`src/rtl/sipo_latch_defines.vh`:
```
// Purpose: constants for the serial-in parallel-out latch
// Assumes: single 200 MHz clock, synchronous active-high reset
// Notes:   definitions only
`ifndef SIPO_LATCH_DEFINES_VH
`define SIPO_LATCH_DEFINES_VH

`define STAGE_COUNT        8
`define SHIFT_RESET_VALUE  8'h00
`define STORE_RESET_VALUE  8'h00
`define FIFO_DEPTH         8
`define FIFO_PTR_WIDTH     3
`define CLK_PERIOD_PS      5000
// least setup of a serial bit before its shift edge, in ps
`define SER_SETUP_PS       21000
`define SER_SETUP_CYCLES   ((`SER_SETUP_PS + `CLK_PERIOD_PS - 1) / `CLK_PERIOD_PS)

`endif

```
`src/rtl/serial_in_parallel_out_latch.v`:
```
// Summary of operation
// - shift and store only on rising shift and storage edges
// - eight shift stages feed eight-bit storage register
// - shift: first stage takes serial_in, others shift
// - low clear forces all shift stages zero
// - storage edge copies all shift stages
// - enable high floats parallel outputs
// - shared edge stores pre-shift value
//
// Purpose: serial-in shift register feeding a parallel storage register
// Assumes: all inputs synchronous to clk_in; clocks are sampled levels
// Notes:   stored words also queue in a FIFO for a downstream reader
`timescale 1ns/1ps
`include "sipo_latch_defines.vh"
module serial_in_parallel_out_latch #(
	parameter STAGES = `STAGE_COUNT,
	parameter DEPTH  = `FIFO_DEPTH
) (
	// clock and reset
	input  wire              clk_in,
	input  wire              srst_in,
	// serial side
	input  wire              shift_clock_in,
	input  wire              serial_in_in,
	input  wire              shift_clear_n_in,
	input  wire              storage_clock_in,
	input  wire              output_enable_n_in,
	output wire              cascade_serial_out_out,
	// parallel pins
	output wire [STAGES-1:0] parallel_out_out,
	output wire [STAGES-1:0] parallel_oe_out,
	// stored word stream
	output wire              word_valid_out,
	input  wire              word_ready_in,
	output wire [STAGES-1:0] word_data_out,
	output wire              word_dropped_out
);
	// ------------------------------------------------------------
	// edge detection
	// ------------------------------------------------------------
	wire shift_rise;
	wire store_rise;
	wire fifo_in_ready;

	edge_detect u_shift_edge (
		.clk_in  (clk_in),
		.srst_in (srst_in),
		.level_in(shift_clock_in),
		.rise_out(shift_rise)
	);

	edge_detect u_store_edge (
		.clk_in  (clk_in),
		.srst_in (srst_in),
		.level_in(storage_clock_in),
		.rise_out(store_rise)
	);

	// ------------------------------------------------------------
	// shift and storage registers
	// ------------------------------------------------------------
	reg  [STAGES-1:0] shift_q;
	reg  [STAGES-1:0] shift_d;
	reg  [STAGES-1:0] store_q;
	reg               dropped_q;

	always @* begin
		shift_d = shift_q;
		if (!shift_clear_n_in) begin
			shift_d = {STAGES{1'b0}};
		end else if (shift_rise) begin
			shift_d = {shift_q[STAGES-2:0], serial_in_in};
		end
	end

	always @(posedge clk_in) begin
		if (srst_in) begin
			shift_q   <= `SHIFT_RESET_VALUE;
			store_q   <= `STORE_RESET_VALUE;
			dropped_q <= 1'b0;
		end else begin
			shift_q <= shift_d;
			if (store_rise) begin
				store_q <= shift_q;
			end
			if (store_rise & ~fifo_in_ready) begin
				dropped_q <= 1'b1;
			end
		end
	end

	// clear is level-acting: a held-low clear shows on the cascade at once
	assign cascade_serial_out_out = shift_clear_n_in ? shift_q[STAGES-1] : 1'b0;

	// ------------------------------------------------------------
	// three-state parallel outputs
	// ------------------------------------------------------------
	assign parallel_out_out = store_q;
	assign parallel_oe_out  = {STAGES{~output_enable_n_in}};

	// ------------------------------------------------------------
	// stored word queue
	// ------------------------------------------------------------
	word_fifo #(
		.WIDTH (STAGES),
		.DEPTH (DEPTH),
		.AWIDTH(`FIFO_PTR_WIDTH)
	) u_fifo (
		.clk_in       (clk_in),
		.srst_in      (srst_in),
		.in_valid_in  (store_rise),
		.in_ready_out (fifo_in_ready),
		.in_data_in   (shift_q),
		.out_valid_out(word_valid_out),
		.out_ready_in (word_ready_in),
		.out_data_out (word_data_out)
	);

	assign word_dropped_out = dropped_q;
endmodule // serial_in_parallel_out_latch

```
`src/rtl/edge_detect.v`:
```
// Purpose: rising-edge pulse from a sampled level
// Assumes: input synchronous to clk_in
// Notes:   one flop of history
`timescale 1ns/1ps
module edge_detect (
	// clock and reset
	input  wire clk_in,
	input  wire srst_in,
	// level in, pulse out
	input  wire level_in,
	output wire rise_out
);
	reg level_q;

	always @(posedge clk_in) begin
		if (srst_in) begin
			level_q <= 1'b0;
		end else begin
			level_q <= level_in;
		end
	end

	assign rise_out = level_in & ~level_q;
endmodule // edge_detect

```
`src/rtl/word_fifo.v`:
```
// Purpose: small synchronous FIFO with valid/ready on both sides
// Assumes: single clock
// Notes:   read data come from a register
`timescale 1ns/1ps
module word_fifo #(
	parameter WIDTH  = 8,
	parameter DEPTH  = 8,
	parameter AWIDTH = 3
) (
	// clock and reset
	input  wire             clk_in,
	input  wire             srst_in,
	// fill side
	input  wire             in_valid_in,
	output wire             in_ready_out,
	input  wire [WIDTH-1:0] in_data_in,
	// drain side
	output wire             out_valid_out,
	input  wire             out_ready_in,
	output wire [WIDTH-1:0] out_data_out
);
	reg [WIDTH-1:0]  mem_q [0:DEPTH-1];
	reg [AWIDTH-1:0] wr_ptr_q;
	reg [AWIDTH-1:0] rd_ptr_q;
	reg [AWIDTH:0]   count_q;
	reg [WIDTH-1:0]  head_q;
	reg              head_valid_q;

	wire push;
	wire pop_mem;
	wire head_load;

	// head register is refilled when it empties or is taken, if memory holds a word
	assign head_load    = (count_q != {(AWIDTH+1){1'b0}}) & (~head_valid_q | out_ready_in);
	assign pop_mem      = head_load;
	assign in_ready_out = (count_q != DEPTH[AWIDTH:0]);
	assign push         = in_valid_in & in_ready_out;

	always @(posedge clk_in) begin
		if (push) begin
			mem_q[wr_ptr_q] <= in_data_in;
		end
	end

	always @(posedge clk_in) begin
		if (srst_in) begin
			wr_ptr_q     <= {AWIDTH{1'b0}};
			rd_ptr_q     <= {AWIDTH{1'b0}};
			count_q      <= {(AWIDTH+1){1'b0}};
			head_q       <= {WIDTH{1'b0}};
			head_valid_q <= 1'b0;
		end else begin
			if (push) begin
				wr_ptr_q <= wr_ptr_q + 1'b1;
			end
			if (pop_mem) begin
				rd_ptr_q <= rd_ptr_q + 1'b1;
				head_q   <= mem_q[rd_ptr_q];
			end
			case ({push, pop_mem})
				2'b10: count_q <= count_q + 1'b1;
				2'b01: count_q <= count_q - 1'b1;
				default: count_q <= count_q;
			endcase
			if (pop_mem) begin
				head_valid_q <= 1'b1;
			end else if (out_ready_in) begin
				head_valid_q <= 1'b0;
			end
		end
	end

	assign out_valid_out = head_valid_q;
	assign out_data_out  = head_q;
endmodule // word_fifo

```
`config.mk`:
```
export PLATFORM = sky130hd
export DESIGN_NAME = serial_in_parallel_out_latch
export DESIGN_NICKNAME = d
export VERILOG_FILES = /design/src/rtl/serial_in_parallel_out_latch.v /design/src/rtl/edge_detect.v /design/src/rtl/word_fifo.v
export VERILOG_INCLUDE_DIRS = /design/src /design/src/rtl
export SDC_FILE = /design/constraint.sdc
export NUM_CORES = 1
export LEC_CHECK = 0
export ABC_AREA = 1
export BUFFER_PORTS_ARGS = -buffer_cell sky130_fd_sc_hd__buf_2
export CAP_MARGIN = 15
export CORE_MARGIN = 10
export CORE_UTILIZATION = 56
export CTS_BUF_LIST = sky130_fd_sc_hd__clkbuf_2 sky130_fd_sc_hd__clkbuf_4 sky130_fd_sc_hd__clkbuf_8
export CTS_CLUSTER_DIAMETER = 60
export DETAILED_ROUTE_END_ITERATION = 10
export GPL_TIMING_DRIVEN = 1
export PLACE_DENSITY = 0.87
export SYNTH_ARGS = -nofsm -noshare
export SYNTH_HDL_FRONTEND = slang
export SYNTH_HIERARCHICAL = 1
export SYNTH_SLANG_ARGS = --single-unit
```
`constraint.sdc`:
```
create_clock -name clk_in -period 1.8 [get_ports clk_in]
set_input_delay 0.18 -clock clk_in [delete_from_list [all_inputs] [get_ports clk_in]]
set_output_delay 0.18 -clock clk_in [all_outputs]
set_load 0.01 [all_outputs]
```
==> results of run 1 <==
per-stage QoR:
stage	instance area, um2	power [W]
2_1_floorplan	4430	0.00441
3_3_place_gp	4670	0.00477
3_5_place_dp	4670	0.00489
4_1_cts	4890	0.00624
5_1_grt	4940	0.00681
6_report	4940	0.00642
state kept, by name, indices dropped and copies added (netlist names):
signal                flops
parallel_out_out          8
shift_q                   8
word_dropped_out          1
u_fifo/out_valid_out      1
u_shift_edge/level_q      1
u_store_edge/level_q      1
u_fifo/wr_ptr_q           3
u_fifo/mem_q             64
u_fifo/count_q            4
u_fifo/out_data_out       8
u_fifo/rd_ptr_q           3
power groups by stage:
stage | Combinational (W) | Sequential (W) | Clock (W)
5_1_grt | 0.00251 | 0.00287 | 0.00144
3_3_place_gp | 0.00192 | 0.00285 | 0
2_1_floorplan | 0.00151 | 0.00290 | 0
3_5_place_dp | 0.00201 | 0.00287 | 0
4_1_cts | 0.00207 | 0.00283 | 0.00134
6_report | 0.00225 | 0.00284 | 0.00132
cells in the mapped netlist (all sizes together) (2+ instances only):
library cell  number  area (um2)
nor2              37         141
o21ai             17        85.1
edfxtp            64        1920
inv               77         304
xnor2              2        17.5
a21oi             24         150
clkinv             2        8.75
nand3             55         285
buf               21         178
ha                 5        62.6
dfxtp             38         761
nand2            122         490
cell families after synthesis:
logic type / synth area share, %
simple gates: 21.0
fa+ha+maj: 1.41
compound gates: 5.31
buf+inv: 11.2
flops: 60.6
xor+xnor: 0.593
worst min-delay path, stage by stage:
cell	delay, ns
buf_2	0.07
inv_1	0.04
nor2_1	0.07
layout make-up:
| class | instances | share of cell area [%] |
|---|---|---|
| multi-input combinational | 265 | 26.4 |
| timing repair buffer | 54 | 6.48 |
| clock inverter | 3 | 0.380 |
| tap | 102 | 2.58 |
| sequential | 102 | 54.4 |
| inverter | 79 | 6.33 |
| clock buffer | 13 | 3.37 |
timing repair:
| item | 4_1_cts | 5_1_grt |
|---|---|---|
| buffers inserted | 0 | 3 |
| pin swaps | 1 | 9 |
| resized for setup | 8 | 11 |
| setup endpoints to repair | 2 | 3 |
layer usage:
layer / up-vias / wire (um) / GRT usage [%]
li1: 1567 / - / -
met5: - / 0 / 0
met4: 0 / 159 / 6.97
met1: 1512 / 3750 / 18.9
met3: 14 / 876 / 3.36
met2: 129 / 4500 / 26.8
cell usage in the layout (no fill, tap or decap), drive strengths merged:
cell | Yosys | layout
nand2 | 122 | 122
buf | 21 | 54
nor3 | 1 | 1
and3 | 1 | 1
nand3 | 55 | 55
ha | 5 | 5
clkbuf | 1 | 13
xnor2 | 2 | 2
inv | 77 | 77
nor2 | 37 | 37
edfxtp | 64 | 64
a21oi | 24 | 24
dfxtp | 38 | 38
o21ai | 17 | 17
clkinv | 2 | 5
xor2 | 1 | 1
worst max-delay path by stage:
stage / to / slack, ns / cells past startpoint
final: u_fifo/count_q[2] / -0.12 / 12
after global routing: u_fifo/count_q[2] / -0.20 / 12
after CTS: u_fifo/count_q[2] / 0.004 / 12
after detailed placement: u_fifo/count_q[2] / -0.12 / 12
after global placement: u_fifo/count_q[2] / 0.08 / 13
after floorplan: u_fifo/count_q[2] / 0.04 / 13
==> results_dict.tcl, run 1 <==
set metrics [dict create \
    violations "setup timing" \
    critPathTopFamily "simple AND/OR/NAND/NOR gates" \
    dr.first_iter.drc_count 212 \
    die-area_um2 11900 \
    swShare_pct 35.8 \
    final_util_pct 63.9 \
    synth_ff_type "edfxtp_1" \
    core_um2 7730 \
    maxClockFrequency_mhz 521 \
    drc_errors 0 \
    worstSetupStartpointType "register" \
    combPwrFrac_pct 35.1 \
    grt_pass1_wl_um 14900 \
    grt_max_degree 35 \
    regArea_um2 2690 \
    crit_path_frequent_cell "nor2_4" \
    seqPwrFrac_pct 44.3 \
    portBuffers 34 \
    clk_latency_ns 0.36 \
    fin_crit_sh_pct 107 \
    wirelength_um 9290 \
    end_kind "register" \
    syn-num-nets 481 \
    powerDensity_nw_per_um2 1300 \
    io_pins 35 \
    cts.htree.levels 3 \
    required_ns 2.06 \
    die_height_um 109 \
    grt_pass1_vias 3109 \
    worstRegToRegCells 12 \
    worst_clock_skew_ns 0.00771 \
    holdPathStages 3 \
    ys_seq_area_share_pct 60.6 \
    num_rows 32 \
    gp_congestion 0.814 \
    maxCapViolations 0 \
    timing.setup.tns_ns -0.119 \
    clock-sinks 102 \
    hold_ws_ns 0.0317 \
    cts_tree "done" \
    first_pass_iters 5 \
    dp.cells 599 \
    multiInputGateArea_um2 1310 \
    avgRoutedWirePerCell_um 15.0 \
    crit_start "u_fifo/count_q[1]" \
    run_status "complete, but fails checks" \
    yosysWarnings 6 \
    ant_nets 0 \
    hold_buffers 0 \
    cp_num_buf_inv 2 \
    dp_hpwl_um 6280 \
    antenna_found_initial 0 \
    nNetsFinal 524 \
    grt.total_usage_pct 15.8 \
    worst_slack_ns -0.119 \
    syn_avg_cell_area_um2 9.46 \
    fin_cells 618 \
    slew_headroom_pct 68.0 \
    ff2ff_setup_slack_ns -0.12 \
    drive_gt1_share_pct 21.5 \
    diodes 0 \
    area_growth_pct 11.6 \
    hold_viol_final 0 \
    power_frac_clock_pct 20.6 \
    via_per_inst 5.21 \
    worstHoldStart "shift_clock_in" \
    die_width_um 109 \
    worstPathCellList "nor2_4 -> nand3_2 -> nand2_2 -> inv_2 -> ha_4 -> nor2_2 -> nor2_4 -> ha_2 -> a21oi_2 -> xnor2_1 -> o21ai_1 -> inv_1" \
    async_reset_ff_share_pct 0 \
    p_leak_nw 2.20 \
    slew_violations 0 \
    worstPathArrival_ns 2.18 \
    regToRegEndpoint "u_fifo/count_q[2]" \
    hold_class "input port to register" \
    p_int_w 0.00412 \
    netlist_area_um2 4430 \
    whs_endpoint "u_shift_edge/level_q" \
    clk_pin_slew_ns 0.09 \
    pre_cts_slack_ns -0.120 \
    peakVddDrop_uv 599 \
    worst_r2r_startpoint "u_fifo/count_q[1]" \
    slowest_delay_ns 0.37 \
    setup_viol 1 \
    crit_type "register to register" \
    clk_path_buf_depth 2 \
    ys_types 29 \
    crit_fanout 4 \
    tightest_slew_ns 0.480 \
    nFillCells 574 \
    p_sw_w 0.00230 \
    period_minus_slack_ns 1.92 \
    clock-root-buffer "clkbuf_8" \
    grt.overflow.total 0 \
    synth_edf_count 64 \
    synth_cells 468 \
    via_count 3222 \
    crit_slowest_cell "dfxtp_4" \
    cts_buffers 9 \
    synth-seq-cells 102 \
    initial_core_util_pct 57.3 \
    grt_setup_unrepaired "true" \
]
Note: power is estimated with default switching activity, not from simulation.
==> run 2: changes to the inputs <==
Settings changed: MAX_ROUTING_LAYER set to met4.
==> results_dict.tcl, run 2 (same netlist as run 1, synthesis figures left out) <==
set metrics [dict create \
    run_status "complete, but fails checks" \
    violations "setup timing" \
    drc_errors 0 \
    end_kind "register" \
    nNetsFinal 524 \
    cts_buffers 9 \
    worstPathArrival_ns 2.17 \
    io_pins 35 \
    avgRoutedWirePerCell_um 15.0 \
    pre_cts_slack_ns -0.120 \
    dr.first_iter.drc_count 231 \
    cts_tree "done" \
    slew_headroom_pct 67.6 \
    worstSetupStartpointType "register" \
    hold_buffers 0 \
    largest_register_ffs 64 \
    combPwrFrac_pct 35.0 \
    cts.htree.levels 3 \
    setup_viol 1 \
    antenna_found_initial 0 \
    crit_fanout 4 \
    peakVddDrop_uv 601 \
    whs_endpoint "u_shift_edge/level_q" \
    worstRegToRegCells 12 \
    seqPwrFrac_pct 44.3 \
    slew_violations 0 \
    clk_pin_slew_ns 0.09 \
    power_frac_clock_pct 20.7 \
    gp_congestion 0.826 \
    clock-sinks 102 \
    wirelength_um 9250 \
    hold_class "input port to register" \
    p_total_w 0.00641 \
    critPathTopFamily "simple AND/OR/NAND/NOR gates" \
    tightest_slew_ns 0.485 \
    final_util_pct 63.9 \
    die_height_um 109 \
    layout_commonest_cell "nand2_1" \
    maxClockFrequency_mhz 522 \
    maxCapViolations 0 \
    nFillCells 574 \
    num_rows 32 \
    p_leak_nw 2.20 \
    crit_slowest_cell "dfxtp_4" \
    worstPathCellList "nor2_4 -> nand3_2 -> nand2_2 -> inv_2 -> ha_4 -> nor2_2 -> nor2_4 -> ha_2 -> a21oi_2 -> xnor2_1 -> o21ai_1 -> inv_1" \
    crit_type "register to register" \
    grt.overflow.total 0 \
    holdPathStages 3 \
    cp_num_buf_inv 2 \
    die_width_um 109 \
    first_pass_iters 4 \
    regMostFlops "u_fifo/mem_q" \
    timing.setup.tns_ns -0.115 \
    multiInputGateArea_um2 1310 \
    swShare_pct 35.7 \
    clk_latency_ns 0.36 \
    initial_core_util_pct 57.3 \
    ff2ff_setup_slack_ns -0.11 \
    period_minus_slack_ns 1.91 \
    placed_area_um2 4670 \
    p_int_w 0.00412 \
    powerDensity_nw_per_um2 1300 \
    worstHoldStart "shift_clock_in" \
    fin_crit_sh_pct 106 \
    layout_common_cells "nand2_1, inv_1, edfxtp_1" \
    via_per_inst 5.25 \
    grt.total_usage_pct 16.3 \
    core_um2 7730 \
    p_sw_w 0.00229 \
    ant_nets 0 \
    area_growth_pct 11.6 \
    worst_slack_ns -0.115 \
    via_count 3244 \
    grt_setup_unrepaired "true" \
    dp_hpwl_um 6280 \
    slowest_delay_ns 0.37 \
    crit_path_frequent_cell "nor2_4" \
    die-area_um2 11900 \
    grt_pass1_wl_um 14900 \
    clock-root-buffer "clkbuf_8" \
    regArea_um2 2690 \
    regToRegEndpoint "u_fifo/count_q[2]" \
    worst_r2r_startpoint "u_fifo/count_q[1]" \
    hold_viol_final 0 \
    design_area_um2 4940 \
    diodes 0 \
    worst_clock_skew_ns 0.00888 \
    drive_gt1_share_pct 21.5 \
    grt_max_degree 35 \
    portBuffers 34 \
    clk_path_buf_depth 2 \
    required_ns 2.06 \
    grt_pass1_vias 3114 \
]
==> run 2: cell counts in the layout (fill, tap and decap cells not counted) <==
Identical to the previous run, type by type.
==> run 2: worst max-delay path by stage <==
stage,cells after the start,startpoint,slack (ns),to
floorplan,13,u_fifo/count_q[0],0.04,u_fifo/count_q[2]
global placement,13,u_fifo/count_q[1],0.08,u_fifo/count_q[2]
global route,12,u_fifo/count_q[1],-0.20,u_fifo/count_q[2]
CTS,12,u_fifo/count_q[1],0.004,u_fifo/count_q[2]
detailed placement,12,u_fifo/count_q[1],-0.12,u_fifo/count_q[2]
finish,12,u_fifo/count_q[1],-0.11,u_fifo/count_q[2]
==> run 2: power groups by stage <==
stage | clock (W) | combinational (W) | sequential [W]
after floorplan | 0 | 0.00151 | 0.00290
after global placement | 0 | 0.00192 | 0.00285
after detailed placement | 0 | 0.00201 | 0.00287
after CTS | 0.00134 | 0.00207 | 0.00283
after global routing | 0.00144 | 0.00251 | 0.00287
final | 0.00132 | 0.00225 | 0.00284
==> run 2: stage by stage <==
step / hold WS (ns) / instances
after global placement: 0.397 / 599
after CTS: 0.0301 / 615
after floorplan: 0.249 / 468
after global routing: 0.0305 / 618
after detailed placement: 0.403 / 599
final: 0.0316 / 618
==> run 2: worst register-to-register path: cells and delay by family, from the launching register on <==
family / cells / cell delay (ns)
adders and majority gates: 2 / 0.36
buffers and inverters: 2 / 0.12
DFF: 1 / 0.37
xor gates and xnor gates: 1 / 0.10
and+or+nand+nor: 5 / 0.54
AOI/OAI and AO/OA: 2 / 0.33
==> run 2: timing repair <==
item / 4_1_cts / 5_1_grt
pin swaps: 1 / 9
buffers inserted: 0 / 3
endpoints found under the setup margin: 2 / 3
gates resized for setup: 8 / 11
==> run 2: area by class of cell <==
type | count | share of cell area, %
tap | 102 | 2.58
clock buffer | 13 | 3.37
multi-input combinational | 265 | 26.4
inverter | 79 | 6.33
sequential | 102 | 54.4
clock inverter | 3 | 0.380
timing repair buffer | 54 | 6.48
==> run 2: routing by layer <==
metal / track usage, % / vias to the layer above / share of wire [%]
met5: - / - / 0
met4: 6.97 / 0 / 1.8
met3: 3.13 / 18 / 8.8
met2: 26.8 / 152 / 49
met1: 19.1 / 1506 / 41
li1: - / 1568 / -
==> run 3: changes to the inputs <==
Settings changed: ABC_AREA 1 to not set, CAP_MARGIN 15 to not set, CORE_UTILIZATION 56 to 55, PLACE_DENSITY 0.87 to 0.86.
==> results_dict.tcl, run 3 <==
set metrics [dict create \
    setup_viol 3 \
    worst_slack_ns -0.576 \
    dr.first_iter.drc_count 101 \
    via_per_inst 5.53 \
    multiInputGateArea_um2 1370 \
    regArea_um2 2680 \
    regMostFlops "u_fifo/mem_q" \
    period_minus_slack_ns 2.38 \
    drive_gt1_share_pct 40.6 \
    drc_errors 0 \
    clock-root-buffer "clkbuf_8" \
    synth_common_cells "edfxtp_1, dfxtp_1, nor2_1, mux2i_1, mux4_2" \
    die_height_um 106 \
    clk_pin_slew_ns 0.09 \
    syn_avg_cell_area_um2 15.3 \
    diodes 0 \
    synth.top_cell.area_share_pct 47.3 \
    via_count 2332 \
    num_rows 31 \
    run_status "complete, but fails checks" \
    synth_most_common_cell "edfxtp_1" \
    worstSetupStartpointType "register" \
    worstPathArrival_ns 2.66 \
    worst_clock_skew_ns 0.0179 \
    p_total_w 0.00712 \
    first_pass_iters 5 \
    grt_pass1_wl_um 12300 \
    worstPathCellList "or4_4 -> and2_4 -> ha_4 -> xor2_1 -> ha_2 -> a21oi_2 -> xor2_1 -> or3_1 -> a21oi_2" \
    peakVddDrop_uv 907 \
    netlist_area_um2 4060 \
    synth_cells 265 \
    clock-sinks 102 \
    core_um2 7210 \
    maxClockFrequency_mhz 421 \
    ant_nets 0 \
    syn-num-nets 278 \
    initial_core_util_pct 56.3 \
    grt_setup_unrepaired "true" \
    area_growth_pct 18.4 \
    p_leak_nw 1.77 \
    avgRoutedWirePerCell_um 18.7 \
    critPathTopFamily "simple AND/OR/NAND/NOR gates" \
    maxCapViolations 0 \
    crit_type "register to register" \
    hold_viol_final 0 \
    ys_types 36 \
    async_reset_ff_share_pct 0 \
    slowest_delay_ns 0.53 \
    cts_buffers 9 \
    cts.htree.levels 3 \
    dp.cells 403 \
    fin_cells 422 \
    slew_headroom_pct 53.6 \
    grt.total_usage_pct 14.2 \
    crit_fanout 3 \
    tightest_slew_ns 0.691 \
    slew_violations 0 \
    grt.overflow.total 0 \
    portBuffers 34 \
    wirelength_um 7880 \
    fin_crit_sh_pct 132 \
    design_area_um2 4810 \
    clk_path_buf_depth 2 \
    largest_register_ffs 64 \
    die-area_um2 11200 \
    powerDensity_nw_per_um2 1480 \
    violations "setup timing" \
    nFillCells 492 \
    cp_num_buf_inv 0 \
    io_pins 35 \
    required_ns 2.09 \
    synth-seq-cells 102 \
    nNetsFinal 331 \
    ys_seq_area_share_pct 66.0 \
    synth_edf_count 64 \
    placed_area_um2 4470 \
    gp_congestion 0.734 \
    grt_max_degree 19 \
    end_kind "register" \
    crit_slowest_cell "or4_4" \
    synth_ff_type "edfxtp_1" \
    clk_latency_ns 0.37 \
    synth_area_leaders "edfxtp_1, dfxtp_1, mux4_2" \
    grt_pass1_vias 2369 \
    yosysWarnings 6 \
    dp_hpwl_um 5080 \
    die_width_um 106 \
    hold_class "input port to register" \
    yosysTopAreaCell "edfxtp_1" \
    layout_common_cells "edfxtp_1, dfxtp_1, buf_2" \
    layout_commonest_cell "edfxtp_1" \
    cts_tree "done" \
    antenna_found_initial 0 \
]
[run 3: final cells by class]
| type | instances | area share, % |
|---|---|---|
| multi-input cells | 140 | 28.5 |
| repair buffers | 61 | 8.27 |
| clock buffers | 10 | 2.73 |
| inverters | 4 | 0.312 |
| flip-flops and latches | 102 | 55.8 |
| clock inverters | 6 | 1.79 |
| well taps | 99 | 2.57 |
[run 3: where the power goes]
part           internal (W)  total (W)  switching (W)
registers           0.00269    0.00281       0.000118
logic               0.00139    0.00276        0.00138
clock network      0.000799    0.00155       0.000748
[run 3: routing by layer]
metal / share of wire, % / up-vias / global-route usage (%)
li1: - / 1084 / -
met1: 44 / 1158 / 17.7
met2: 49 / 80 / 22.3
met3: 6.2 / 10 / 4.05
met4: 0.94 / 0 / 4.35
met5: 0 / - / -
[run 3: path summary, 6_finish.rpt]
kind                startpoint                   end  slack, ns  cells past startpoint
max          u_fifo/count_q[0]     u_fifo/count_q[2]      -0.58                      9
min             shift_clock_in  u_shift_edge/level_q       0.06                      2
max reg2reg  u_fifo/count_q[0]     u_fifo/count_q[2]      -0.58                      9
min reg2reg   word_dropped_out      word_dropped_out       0.48                      2
[run 3: worst register-to-register path: cells and delay by family, from the launching register on]
kind	cells	cell delay, ns
flops	1	0.34
simple gates	3	1.05
compound gates	2	0.20
xor+xnor	2	0.34
fa+ha+maj	2	0.38
[run 3: metrics by stage]
| step | worst slack [ns] | utilization (%) | hold WS, ns | TNS, ns |
|---|---|---|---|---|
| final | -0.576 | 66.7 | 0.0607 | -1.23 |
| after global routing | -0.609 | 66.7 | 0.0519 | -1.35 |
| after CTS | -0.476 | 65.4 | 0.0453 | -1.07 |
| after detailed placement | -0.474 | 61.9 | 0.424 | -7.47 |
| after global placement | -0.396 | 61.9 | 0.420 | -4.62 |
| after floorplan | -0.533 | - | 0.244 | -1.81 |
[run 3: kinds of logic after synthesis]
logic type,share of synthesized area [%]
simple gates,10.9
mux,13.6
fa+ha+maj,1.54
flops,66.0
buf+inv,3.79
xor+xnor,1.69
compound gates,2.46
[run 3: repair_timing]
item / 4_1_cts / 5_1_grt
gates resized for setup: 8 / 9
hold endpoints to repair: 0 / 0
pin swaps: 0 / 4
setup buffers: 0 / 3
hold buffers: 0 / 0
gates cloned: 0 / 0
endpoints found under the setup margin: 43 / 35
